==> src/logic/bdi_map.svh <==
// Address map, field positions and timing counts of the board decode block
`ifndef BDI_MAP_SVH
`define BDI_MAP_SVH
`define BDI_ROM_BASE    16'h0000
`define BDI_ROM_BYTES   4096
`define BDI_RAM_BASE    16'h3f00
`define BDI_RAM_BYTES   256
`define BDI_IO_CMD      8'h00
`define BDI_IO_PORT1    8'h01
`define BDI_IO_PORT2    8'h02
`define BDI_IO_PORT34   8'h03
`define BDI_IO_TLOW     8'h04
`define BDI_IO_THIGH    8'h05
`define BDI_VEC_TRAP    8'h24
`define BDI_VEC_R75     8'h3c
`define BDI_VEC_R65     8'h34
`define BDI_VEC_R55     8'h2c
`define BDI_CMD_P1_STB  2
`define BDI_CMD_P2_STB  3
`define BDI_CMD_P1_IEN  4
`define BDI_CMD_P2_IEN  5
`define BDI_TCMD_STOP   2'h1
`define BDI_TCMD_STOPTC 2'h2
`define BDI_TCMD_START  2'h3
`define BDI_CLK_MHZ     50
`define BDI_TREF_NS     8140
`define BDI_TREF_CYC    ((`BDI_TREF_NS * `BDI_CLK_MHZ) / 1000)
`define BDI_INSTR_CLKS  4
`define BDI_INSTR_NS    2030
`define BDI_INSTR_CYC   ((`BDI_INSTR_NS * `BDI_CLK_MHZ) / 1000)
`endif

==> src/logic/bdi_pkg.sv <==
// Types shared by the board decode block
package bdi_pkg;
	typedef struct packed {
		logic [15:0] addr;
		logic        io;
		logic        rd;
		logic        wr;
		logic [7:0]  wdata;
	} bdi_req_s;
	typedef struct packed {
		logic trap;
		logic r75;
		logic r65;
		logic r55;
	} bdi_irq_s;
	typedef enum logic [1:0] {BDI_T_IDLE, BDI_T_RUN, BDI_T_LAST} bdi_tstate_e;
endpackage

==> src/logic/bdi_top.sv <==
// Memory and I/O decode, peripheral registers, timer and interrupt routing
`timescale 1ns/100ps
`include "bdi_map.svh"
module bdi_top
	import bdi_pkg::*;
#(
	parameter int ROM_BYTES = `BDI_ROM_BYTES,
	parameter int RAM_BYTES = `BDI_RAM_BYTES
) (
	// Clock, reset, enable
	input  wire logic        clock,
	input  wire logic        sys_rst,
	input  wire logic        ce,
	// CPU bus
	input  wire bdi_req_s    req,
	output logic [7:0]       rdata,
	output logic             rvalid,
	output logic             rom_sel,
	output logic             ram_sel,
	// Parallel ports
	input  wire logic [7:0]  port1_in,
	output logic [7:0]       port1_out,
	output logic             port1_oe,
	input  wire logic [7:0]  port2_in,
	output logic [7:0]       port2_out,
	output logic             port2_oe,
	input  wire logic [5:0]  port34_in,
	output logic [5:0]       port34_out,
	// Strobes from the control lines
	input  wire logic        port1_stb_n,
	input  wire logic        port2_stb_n,
	// Interrupts
	input  wire logic        user_irq_n,
	output bdi_irq_s         irq,
	output logic [7:0]       irq_vector,
	output logic             irq_any,
	// Timing marks
	output logic             timer_tc,
	output logic             instr_tick
);
	// ---------------------------------------------
	// Decode
	// ---------------------------------------------
	localparam int RAM_AW = $clog2(RAM_BYTES);
	logic        hit_rom;
	logic        hit_ram;
	logic        io_wr;
	logic        io_rd;
	logic [7:0]  io_a;
	assign hit_rom = !req.io && (req.addr < 16'(ROM_BYTES));
	assign hit_ram = !req.io && (req.addr >= `BDI_RAM_BASE)
		&& (req.addr < (`BDI_RAM_BASE + 16'(RAM_BYTES)));
	assign io_a    = req.addr[7:0];
	assign io_wr   = req.io && req.wr;
	assign io_rd   = req.io && req.rd;

	always_ff @(posedge clock) begin
		if (sys_rst) begin
			rom_sel <= 1'b0;
			ram_sel <= 1'b0;
		end else if (ce) begin
			rom_sel <= hit_rom && (req.rd || req.wr);
			ram_sel <= hit_ram && (req.rd || req.wr);
		end
	end

	// ---------------------------------------------
	// Read/write memory
	// ---------------------------------------------
	logic [7:0] ram [RAM_BYTES];
	logic [7:0] ram_q;
	always_ff @(posedge clock) begin
		if (ce && hit_ram && req.wr) begin
			ram[req.addr[RAM_AW-1:0]] <= req.wdata;
		end
		if (ce)
			ram_q <= ram[req.addr[RAM_AW-1:0]];
	end

	// ---------------------------------------------
	// Command and port registers
	// ---------------------------------------------
	logic [7:0] cmd;
	logic [7:0] p1_latch;
	logic [7:0] p2_latch;
	logic       p1_intr;
	logic       p2_intr;
	logic       p1_stb_d;
	logic       p2_stb_d;
	logic       p1_rise;
	logic       p2_rise;
	logic       p1_strobed;
	logic       p2_strobed;
	assign p1_strobed = cmd[`BDI_CMD_P1_STB];
	assign p2_strobed = cmd[`BDI_CMD_P2_STB];
	assign p1_rise    = port1_stb_n && !p1_stb_d;
	assign p2_rise    = port2_stb_n && !p2_stb_d;

	always_ff @(posedge clock) begin
		if (sys_rst) begin
			cmd        <= 8'h00;
			port1_out  <= 8'h00;
			port2_out  <= 8'h00;
			port34_out <= 6'h00;
		end else if (ce && io_wr) begin
			case (io_a)
				`BDI_IO_CMD:    cmd        <= req.wdata;
				`BDI_IO_PORT1:  port1_out  <= req.wdata;
				`BDI_IO_PORT2:  port2_out  <= req.wdata;
				`BDI_IO_PORT34: port34_out <= req.wdata[5:0];
				default: begin
				end
			endcase
		end
	end

	always_ff @(posedge clock) begin
		if (sys_rst) begin
			port1_oe <= 1'b0;
			port2_oe <= 1'b0;
		end else if (ce) begin
			port1_oe <= cmd[0];
			port2_oe <= cmd[1];
		end
	end

	// Strobe lines are plain inputs; edge found against last sample
	always_ff @(posedge clock) begin
		if (sys_rst) begin
			p1_stb_d <= 1'b1;
			p2_stb_d <= 1'b1;
		end else if (ce) begin
			p1_stb_d <= port1_stb_n;
			p2_stb_d <= port2_stb_n;
		end
	end

	always_ff @(posedge clock) begin
		if (sys_rst) begin
			p1_latch <= 8'h00;
			p2_latch <= 8'h00;
		end else if (ce) begin
			if (p1_rise && p1_strobed && !cmd[0])
				p1_latch <= port1_in;
			if (p2_rise && p2_strobed && !cmd[1])
				p2_latch <= port2_in;
		end
	end

	// Set wins over the clear made by the port access
	always_ff @(posedge clock) begin
		if (sys_rst) begin
			p1_intr <= 1'b0;
			p2_intr <= 1'b0;
		end else if (ce) begin
			if (p1_rise && p1_strobed)
				p1_intr <= 1'b1;
			else if (!p1_strobed || (req.io && (req.rd || req.wr) && io_a == `BDI_IO_PORT1))
				p1_intr <= 1'b0;
			if (p2_rise && p2_strobed)
				p2_intr <= 1'b1;
			else if (!p2_strobed || (req.io && (req.rd || req.wr) && io_a == `BDI_IO_PORT2))
				p2_intr <= 1'b0;
		end
	end

	// ---------------------------------------------
	// Timer
	// ---------------------------------------------
	localparam int TREF_CYC = `BDI_TREF_CYC;
	logic [8:0]  ref_div;
	logic        ref_tick;
	logic [13:0] t_len;
	logic [1:0]  t_mode;
	logic [13:0] t_cnt;
	logic        t_flag;
	logic        stop_tc;
	bdi_tstate_e t_state;
	bdi_tstate_e next_t_state;
	logic        tc_now;
	logic        t_start;
	logic        stat_rd;

	// Reference tick derived here; the part sees no second clock
	always_ff @(posedge clock) begin
		if (sys_rst) begin
			ref_div  <= 9'h000;
			ref_tick <= 1'b0;
		end else if (ce) begin
			ref_tick <= (ref_div == 9'(TREF_CYC - 1));
			ref_div  <= (ref_div == 9'(TREF_CYC - 1)) ? 9'h000 : ref_div + 9'h001;
		end
	end

	always_ff @(posedge clock) begin
		if (sys_rst) begin
			t_len  <= 14'h0000;
			t_mode <= 2'h0;
		end else if (ce && io_wr) begin
			if (io_a == `BDI_IO_TLOW)
				t_len[7:0] <= req.wdata;
			if (io_a == `BDI_IO_THIGH) begin
				t_len[13:8] <= req.wdata[5:0];
				t_mode      <= req.wdata[7:6];
			end
		end
	end

	assign t_start = io_wr && io_a == `BDI_IO_CMD && req.wdata[7:6] == `BDI_TCMD_START;
	assign tc_now  = ref_tick && t_state != BDI_T_IDLE && t_cnt <= 14'h0001;

	always_comb begin
		next_t_state = t_state;
		case (t_state)
			BDI_T_IDLE: if (t_start) next_t_state = BDI_T_RUN;
			BDI_T_RUN, BDI_T_LAST: begin
				if (io_wr && io_a == `BDI_IO_CMD && req.wdata[7:6] == `BDI_TCMD_STOP)
					next_t_state = BDI_T_IDLE;
				else if (tc_now && (!t_mode[0] || stop_tc))
					next_t_state = BDI_T_IDLE;
			end
			default: next_t_state = BDI_T_IDLE;
		endcase
	end

	always_ff @(posedge clock) begin
		if (sys_rst) begin
			t_state <= BDI_T_IDLE;
			t_cnt   <= 14'h0000;
			stop_tc <= 1'b0;
		end else if (ce) begin
			t_state <= next_t_state;
			if (t_start) begin
				t_cnt   <= t_len;
				stop_tc <= 1'b0;
			end else if (tc_now) begin
				t_cnt <= t_len;
			end else if (ref_tick && t_state != BDI_T_IDLE) begin
				t_cnt <= t_cnt - 14'h0001;
			end
			if (io_wr && io_a == `BDI_IO_CMD && req.wdata[7:6] == `BDI_TCMD_STOPTC)
				stop_tc <= 1'b1;
		end
	end

	// Completion flag; a status read clears it unless completion lands now
	assign stat_rd = io_rd && io_a == `BDI_IO_CMD;
	always_ff @(posedge clock) begin
		if (sys_rst) begin
			t_flag   <= 1'b0;
			timer_tc <= 1'b0;
		end else if (ce) begin
			timer_tc <= tc_now;
			if (tc_now)
				t_flag <= 1'b1;
			else if (stat_rd)
				t_flag <= 1'b0;
		end
	end

	// ---------------------------------------------
	// Instruction pace mark
	// ---------------------------------------------
	// Four CPU clocks per shortest instruction; slot count is nominal
	localparam int INSTR_CYC = `BDI_INSTR_CYC;
	logic [6:0] instr_div;
	always_ff @(posedge clock) begin
		if (sys_rst) begin
			instr_div  <= 7'h00;
			instr_tick <= 1'b0;
		end else if (ce) begin
			instr_tick <= (instr_div == 7'(INSTR_CYC - 1));
			instr_div  <= (instr_div == 7'(INSTR_CYC - 1)) ? 7'h00 : instr_div + 7'h01;
		end
	end

	// ---------------------------------------------
	// Read data
	// ---------------------------------------------
	logic       ram_rd_d;
	logic [7:0] io_q;
	always_comb begin
		io_q = 8'h00;
		case (io_a)
			`BDI_IO_CMD:    io_q = {1'b0, t_flag, cmd[`BDI_CMD_P2_IEN], 1'b0, p2_intr,
				cmd[`BDI_CMD_P1_IEN], 1'b0, p1_intr};
			`BDI_IO_PORT1:  io_q = p1_strobed ? p1_latch : (cmd[0] ? port1_out : port1_in);
			`BDI_IO_PORT2:  io_q = p2_strobed ? p2_latch : (cmd[1] ? port2_out : port2_in);
			`BDI_IO_PORT34: io_q = {2'b00, port34_in};
			`BDI_IO_TLOW:   io_q = t_cnt[7:0];
			`BDI_IO_THIGH:  io_q = {t_mode, t_cnt[13:8]};
			default:        io_q = 8'h00;
		endcase
	end

	// RAM reads answer one cycle later than I/O reads
	always_ff @(posedge clock) begin
		if (sys_rst) begin
			rdata    <= 8'h00;
			rvalid   <= 1'b0;
			ram_rd_d <= 1'b0;
		end else if (ce) begin
			ram_rd_d <= hit_ram && req.rd;
			if (ram_rd_d) begin
				rdata  <= ram_q;
				rvalid <= 1'b1;
			end else if (io_rd) begin
				rdata  <= (io_a <= `BDI_IO_THIGH) ? io_q : 8'h00;
				rvalid <= 1'b1;
			end else begin
				rvalid <= 1'b0;
			end
		end
	end

	// ---------------------------------------------
	// Interrupt routing
	// ---------------------------------------------
	bdi_irq_s next_irq;
	always_comb begin
		next_irq.trap = !user_irq_n;
		next_irq.r75  = t_flag;
		next_irq.r65  = p2_intr && cmd[`BDI_CMD_P2_IEN] && p2_strobed;
		next_irq.r55  = p1_intr && cmd[`BDI_CMD_P1_IEN] && p1_strobed;
	end

	always_ff @(posedge clock) begin
		if (sys_rst) begin
			irq        <= '0;
			irq_vector <= 8'h00;
			irq_any    <= 1'b0;
		end else if (ce) begin
			irq     <= next_irq;
			irq_any <= |next_irq;
			if (next_irq.trap)
				irq_vector <= `BDI_VEC_TRAP;
			else if (next_irq.r75)
				irq_vector <= `BDI_VEC_R75;
			else if (next_irq.r65)
				irq_vector <= `BDI_VEC_R65;
			else if (next_irq.r55)
				irq_vector <= `BDI_VEC_R55;
			else
				irq_vector <= 8'h00;
		end
	end
endmodule // bdi_top

==> config.mk <==
export PLATFORM = sky130hd
export DESIGN_NAME = bdi_top
export DESIGN_NICKNAME = d
export VERILOG_FILES = /design/src/logic/bdi_pkg.sv /design/src/logic/bdi_top.sv
export VERILOG_INCLUDE_DIRS = /design/src /design/src/logic
export SDC_FILE = /design/constraint.sdc
export NUM_CORES = 2
export LEC_CHECK = 0
export BUFFER_PORTS_ARGS = -buffer_cell sky130_fd_sc_hd__buf_2
export CAP_MARGIN = 0
export CORE_UTILIZATION = 46
export DETAILED_ROUTE_END_ITERATION = 6
export GPL_ROUTABILITY_DRIVEN = 0
export PLACE_DENSITY = 0.65
export SLEW_MARGIN = 20
export SYNTH_ARGS = -nofsm -noshare
export SYNTH_HDL_FRONTEND = slang
export SYNTH_SLANG_ARGS = --single-unit
==> constraint.sdc <==
create_clock -name clock -period 2.9 [get_ports clock]
set_input_delay 0.58 -clock clock [delete_from_list [all_inputs] [get_ports clock]]
set_output_delay 0.58 -clock clock [all_outputs]
set_load 0.02 [all_outputs]
# --- Yosys cells after proc, flatten, opt, wreduce, memory -nomap -nowiden ---
# Memory sizes are Yosys's and may differ from the RTL's. A register that Yosys moved wholly into a read port is not among the register bits.
# Index checks and enable logic that the tools add are counted.
totals:
  register_bits: 128
  latch_bits: 0
  mem_bits_rw: 2048
  mem_bits_ro: 0
  in_bits: 55
  n_memories: 1
op_classes:
  n_addsub: 3
  mul: 0
  div: 0
  n_lt_le_gt_ge: 5
  n_eq_ne: 14
  shifts: 0
  mux: 33
  bitwise_logic: 0
  reduce_logical: 71
mem_list:
  columns: ["memory", "words", "word_bits", "rd", "rd_ports_with_merged_regs", "wr", "line", "text"]
  rows:
  - ["ram", 256, 8, 1, 1, 1, "bdi_top.sv:70", "logic [7:0] ram [RAM_BYTES];"]
ops:
  columns: ["cell", "n"]
  rows:
  - ["$mux 8", 7]
  - ["$pmux 8 s6", 1]
  - ["$mux 14", 3]
  - ["$logic_and 1x1->1", 32]
  - ["$reduce_and 2->1", 14]
  - ["$mux 6", 4]
  - ["$eq 8x2->1 const B", 2]
  - ["$eq 8x3->1 const B", 2]
  - ["$ge 16x14->1 const B", 1]
  - ["$lt 16x13->1 const B", 1]
  - ["$lt 16x15->1 const B", 1]
  - ["$le 14x1->1 const B", 1]
  - ["$sub 14x1->14 const B", 1]
  - ["$mux 1", 12]
  - ["$reduce_bool 2->1", 6]
  - ["$add 9x1->9 const B", 1]
  - ["$eq 9x9->1 const B", 1]
  - ["$logic_not 1->1", 9]
  - ["$mux 9", 1]
  - ["$eq 8x1->1 const B", 1]
  - ["$le 8x3->1 const B", 1]
  - ["$logic_not 8->1", 1]
  - ["$add 7x1->7 const B", 1]
  - ["$eq 7x7->1 const B", 1]
  - ["other kinds (13)", 21]

# --- Longest topological paths before layout ---
logic_depth:
  word_depth: 7
  ltp_mapped: 10

# --- Least setup slack after synthesis ---
# No wires, ideal clock.
synth_path:
  kind: "in2reg"
  startpoint: "input req[14] (netlist bit)"
  endpoint: "memory ram[109][0] (enable)"
  setup_time_ps: 370
  arrival_time_ps: 2468
  required_ps: 2530
  path_slack_ps: 61
  cell_stages: 8
  path_cell_list: "buf_2 and2_1 clkbuf_1 clkbuf_1 clkbuf_1 nand2_1 clkbuf_1 nor2_1"
synth_via:
  elab_chain_cells: 7
  word_cells_on_any_way: 8
synth_rtl:
  columns: ["element", "line", "text"]
  rows:
  - ["start, declared", "bdi_top.sv:15", "input wire bdi_req_s req,"]
  - ["$ge 16x14->1 (no line)", null, null]
  - ["$logic_and 1x1->1 (2 in series)", "bdi_top.sv:51", "assign hit_ram = !req.io && (req.addr >= `BDI_RAM_BASE)"]
  - ["$logic_and 1x1->1 (2 in series)", "bdi_top.sv:73", "if (ce && hit_ram && req.wr) begin"]
  - ["$mux 1", "bdi_top.sv:73", null]
  - ["$mux 1 (implied by the code)", "bdi_top.sv:74", "ram[req.addr[RAM_AW-1:0]] <= req.wdata;"]
  - ["end, declared", "bdi_top.sv:70", null]
# Parallel ways exist; a longest one is shown, timed or not.

==> metrics.txt <==
# TYPE chip_impl_metric gauge
chip_impl_metric{name="drtPass1Iterations",unit=""} 5
chip_impl_metric{name="floorplan.core_area",unit="mm2"} 0.182
chip_impl_info{name="critical_path_class",value="in2reg"} 1
chip_impl_metric{name="fmax",unit="MHz"} 343
chip_impl_metric{name="clk_latency",unit="ps"} 870
chip_impl_metric{name="core.rowCount",unit=""} 156
chip_impl_metric{name="relSlewSlack",unit=""} 0.335
chip_impl_metric{name="grt_start_max_net_pins",unit=""} 124
chip_impl_metric{name="ff2ff_setup_slack",unit="ps"} 80
chip_impl_info{name="grt_setup_unrepaired",value="no"} 1
chip_impl_info{name="violations",value="negative setup slack"} 1
chip_impl_metric{name="synth_warnings",unit=""} 0
chip_impl_metric{name="final.setup_skew",unit="ps"} 38.9
chip_impl_metric{name="syn_area",unit="mm2"} 0.0844
chip_impl_info{name="critPathCapture",value="ram_q[1]$_DFFE_PP_"} 1
chip_impl_info{name="r2r-start",value="ram[171][1]$_DFFE_PP_"} 1
chip_impl_metric{name="report.final.setup_viol",unit=""} 1
chip_impl_info{name="setup.worst_path.start",value="req[11]"} 1
chip_impl_metric{name="max_cap_viol_count",unit=""} 0
chip_impl_metric{name="timing.final.crit_period",unit="ps"} 2920
chip_impl_metric{name="initial_core_util",unit=""} 0.465
chip_impl_metric{name="synth-edff-count",unit=""} 2056
chip_impl_metric{name="design.final.nets",unit=""} 5094
chip_impl_metric{name="ant_nets",unit=""} 0
chip_impl_metric{name="fin_util",unit=""} 0.555
chip_impl_metric{name="detail_route.drc_violations",unit=""} 0
chip_impl_metric{name="post_drt_via_cell_ratio",unit=""} 5.95
chip_impl_metric{name="io_pins",unit=""} 105
chip_impl_metric{name="required",unit="ps"} 3490
chip_impl_metric{name="drt-wirelength-per-cell",unit="um"} 28.3
chip_impl_metric{name="wirelength",unit="mm"} 215
chip_impl_info{name="worstSetupStartpointType",value="input port"} 1
chip_impl_metric{name="vdd_ir_drop_max",unit="mV"} 0.640
chip_impl_metric{name="synth-async-reset-ratio",unit=""} 0
chip_impl_metric{name="worst_pin_slew",unit="ps"} 984
chip_impl_metric{name="ys_seq_area_frac",unit=""} 0.760
chip_impl_metric{name="max-clock-path-buffers",unit=""} 3
chip_impl_metric{name="synthesized_netlist_cell_count",unit=""} 4232
chip_impl_metric{name="layout_cells_sized_above_1",unit=""} 0.327
chip_impl_info{name="clock-root-buffer",value="sky130_fd_sc_hd__clkbuf_16"} 1
chip_impl_metric{name="overall_global_routing_usage",unit=""} 0.232
chip_impl_metric{name="htreeDepth",unit=""} 4
chip_impl_metric{name="numCtsBuffers",unit=""} 214
chip_impl_metric{name="fillcell_total",unit=""} 13537
chip_impl_metric{name="register_area",unit="mm2"} 0.0642
chip_impl_info{name="worstHoldPathType",value="in2reg"} 1
chip_impl_metric{name="overall_die_area",unit="mm2"} 0.185
chip_impl_metric{name="first_iteration_detailed_routing_drc_count",unit=""} 5477
chip_impl_metric{name="finalMaxSlewViolations",unit=""} 0
chip_impl_metric{name="power_density",unit="mW/mm2"} 638
chip_impl_metric{name="worst-r2r-cell-count",unit=""} 6
chip_impl_metric{name="die_w",unit="um"} 430
chip_impl_metric{name="worst-endpoint-arrival",unit="ps"} 3510
chip_impl_metric{name="synth.ff_latch_count",unit=""} 2178
chip_impl_metric{name="synth.avg_cell_area",unit="um2"} 19.9
chip_impl_metric{name="vias",unit=""} 45154
chip_impl_metric{name="fin_tns_setup",unit="ps"} -16.8
chip_impl_metric{name="total_leakage_power",unit="nW"} 32.9
chip_impl_metric{name="multiInputGateArea",unit="mm2"} 0.0191
chip_impl_metric{name="global_route.overflow_total",unit=""} 0
chip_impl_metric{name="tritoncts_num_sinks",unit=""} 2178
chip_impl_metric{name="first_global_vias",unit=""} 45305
chip_impl_metric{name="timing.final.hold_violations",unit=""} 0
chip_impl_metric{name="fin_ws",unit="ps"} -16.8
chip_impl_info{name="crit_end_element",value="flop"} 1
chip_impl_info{name="tritoncts",value="built"} 1
chip_impl_metric{name="worstPathMaxFanout",unit=""} 15
chip_impl_metric{name="die_y",unit="um"} 430
chip_impl_metric{name="yosys.cell_types.count",unit=""} 71
chip_impl_metric{name="worst_setup_hold_path_clk_slew",unit="ps"} 60
chip_impl_info{name="run_status",value="finished with violations"} 1
chip_impl_info{name="end_of_the_worst_register_to_register_path",value="ram_q[1]$_DFFE_PP_"} 1
chip_impl_metric{name="post-dp-hpwl",unit="mm"} 138
chip_impl_metric{name="min_period_over_period",unit=""} 1.01
chip_impl_metric{name="area_delta_synth_final",unit="%"} 19.5
chip_impl_metric{name="post-cts-setup-buffer-count",unit=""} 0
chip_impl_metric{name="grt_first_pass_wirelength",unit="mm"} 313
chip_impl_metric{name="placement.io_buffers",unit=""} 100
chip_impl_metric{name="grt_antenna_before_repair",unit=""} 9
chip_impl_info{name="yosys_most_used_dff",value="sky130_fd_sc_hd__edfxtp_1"} 1
==> cell usage in the layout (no fill, tap or decap), drive strengths merged, types with 6 or more instances in the layout <==
cell and instances:
edfxtp 2056, buf 840, mux4 513, nor2 371, clkbuf 281, a22oi 263, a21oi 165, dfxtp 122
nand2 96, clkinv 92, mux2i 87, o21ai 49, o41ai 32, nand3 20, inv 19, dlygate4sd3 18
nor3 15, nand4 14, nor4 14, nor2b 12, bufinv 11, a211oi 9, nand2b 9, and3 8
clkinvlp 8, xor2 7, or4 7, ha 6, and2 6
==> through the flow <==
stage | worst slack (ps) | hold WS [ps] | std cells | instance area, um2 | power, mW
floorplan | 61.4 | 442 | 4235 | 84400 | 36.6
global placement | -1040 | 444 | 7169 | 93800 | 38.3
detailed placement | -1020 | 450 | 7169 | 93800 | 38.3
CTS | 4.36 | 28.9 | 7588 | 101000 | 64.8
global route | 8.67 | 72.7 | 7590 | 101000 | 66.1
finish | -16.8 | 90.1 | 7590 | 101000 | 64.4
==> how the worst min path moves through the flow <==
stage	startpoint	slack, ps	cells past startpoint	to
5_1_grt	req[9]	70	3	ram_rd_d$_SDFFE_PP0P_
4_1_cts	req[23]	30	4	rom_sel$_SDFFE_PP0P_
3_3_place_gp	irq_any$_SDFFE_PP0P_	440	1	irq_any$_SDFFE_PP0P_
3_5_place_dp	irq_any$_SDFFE_PP0P_	450	1	irq_any$_SDFFE_PP0P_
6_report	req[23]	90	4	rom_sel$_SDFFE_PP0P_
2_1_floorplan	cmd[4]$_SDFFE_PP0P_	440	2	cmd[4]$_SDFFE_PP0P_
==> cell usage after synthesis (6+ instances only) <==
library cell | instances | area [um2]
sky130_fd_sc_hd__and2_1 | 6 | 37.5
sky130_fd_sc_hd__nand4_1 | 13 | 81.3
sky130_fd_sc_hd__and3_1 | 8 | 50.1
sky130_fd_sc_hd__buf_4 | 6 | 45.0
sky130_fd_sc_hd__inv_1 | 10 | 37.5
sky130_fd_sc_hd__ha_1 | 6 | 75.1
sky130_fd_sc_hd__nor2b_1 | 12 | 75.1
sky130_fd_sc_hd__clkbuf_1 | 174 | 653
sky130_fd_sc_hd__o21ai_0 | 42 | 210
sky130_fd_sc_hd__dfxtp_1 | 122 | 2440
sky130_fd_sc_hd__xor2_1 | 7 | 61.3
sky130_fd_sc_hd__nand2_1 | 96 | 360
sky130_fd_sc_hd__mux2i_1 | 87 | 871
sky130_fd_sc_hd__mux4_2 | 513 | 11600
sky130_fd_sc_hd__a22oi_1 | 263 | 1970
sky130_fd_sc_hd__nor2_1 | 368 | 1380
sky130_fd_sc_hd__buf_2 | 70 | 350
sky130_fd_sc_hd__nand2b_1 | 9 | 56.3
sky130_fd_sc_hd__buf_1 | 20 | 75.1
sky130_fd_sc_hd__nor3_1 | 13 | 65.1
sky130_fd_sc_hd__a211oi_1 | 9 | 67.6
sky130_fd_sc_hd__nand3_1 | 20 | 100
sky130_fd_sc_hd__a21oi_1 | 164 | 821
sky130_fd_sc_hd__edfxtp_1 | 2056 | 61700
sky130_fd_sc_hd__nor4_1 | 11 | 68.8
sky130_fd_sc_hd__o41ai_1 | 32 | 280
==> registers in the layout (all words and copies together), names as in the netlist, 2 cells and up <==
signal / count
ram_q: 8
rdata: 8
port2_out: 8
p1_latch: 8
t_len: 14
ram: 2048
instr_div: 7
t_mode: 2
irq: 4
irq_vector: 3
t_cnt: 14
port34_out: 6
cmd: 6
p2_latch: 8
port1_out: 8
ref_div: 9
==> per-layer routing <==
metal / wire length, um / global-route usage
met5: 0 / 0
met4: 4980 / 0.0636
met3: 18000 / 0.0489
met2: 104000 / 0.372
met1: 87100 / 0.325
==> area by class of cell <==
| type | count | share of cell area |
|---|---|---|
| sequential | 2178 | 0.637 |
| multi-input combinational | 1771 | 0.190 |
| timing repair buffer | 858 | 0.0763 |
| clock buffer | 281 | 0.0567 |
| tap | 2370 | 0.0294 |
| clock inverter | 120 | 0.0106 |
| inverter | 10 | 0.000372 |
| antenna | 2 | 0.0000496 |
==> what timing repair did <==
action | in CTS | in global routing
hold buffers | 18 | 0
resized for setup | 2 | 5
setup endpoints to repair | 2 | 4
hold endpoints to repair | 19 | 0
==> cells by family (layout without fill, tap and decap cells) <==
logic type | Yosys count | after routing | share of synthesized area
fa+ha+maj | 6 | 6 | 0.000890
other cells | 1 | 6 | 0.0000444
xor+xnor | 12 | 12 | 0.00125
flops | 2178 | 2178 | 0.760
mux | 601 | 601 | 0.147
compound gates | 555 | 555 | 0.0441
simple gates | 593 | 593 | 0.0312
buf+inv | 286 | 1269 | 0.0147
==> critical path, stage by stage <==
cell and delay, ps:
sky130_fd_sc_hd__buf_8 260, sky130_fd_sc_hd__buf_12 200, sky130_fd_sc_hd__buf_12 170, sky130_fd_sc_hd__mux4_2 510
sky130_fd_sc_hd__a22oi_1 270, sky130_fd_sc_hd__a21oi_1 200, sky130_fd_sc_hd__o41ai_1 940, sky130_fd_sc_hd__buf_4 250
sky130_fd_sc_hd__nand4_1 70
==> power breakdown <==
part	internal (mW)	switching (mW)	total, mW
Combinational	1.31	1.92	3.24
Sequential	34.4	0.0498	34.4
Clock	14.9	11.8	26.7
Total	50.6	13.7	64.4
Power figures use the tool's default switching activity.
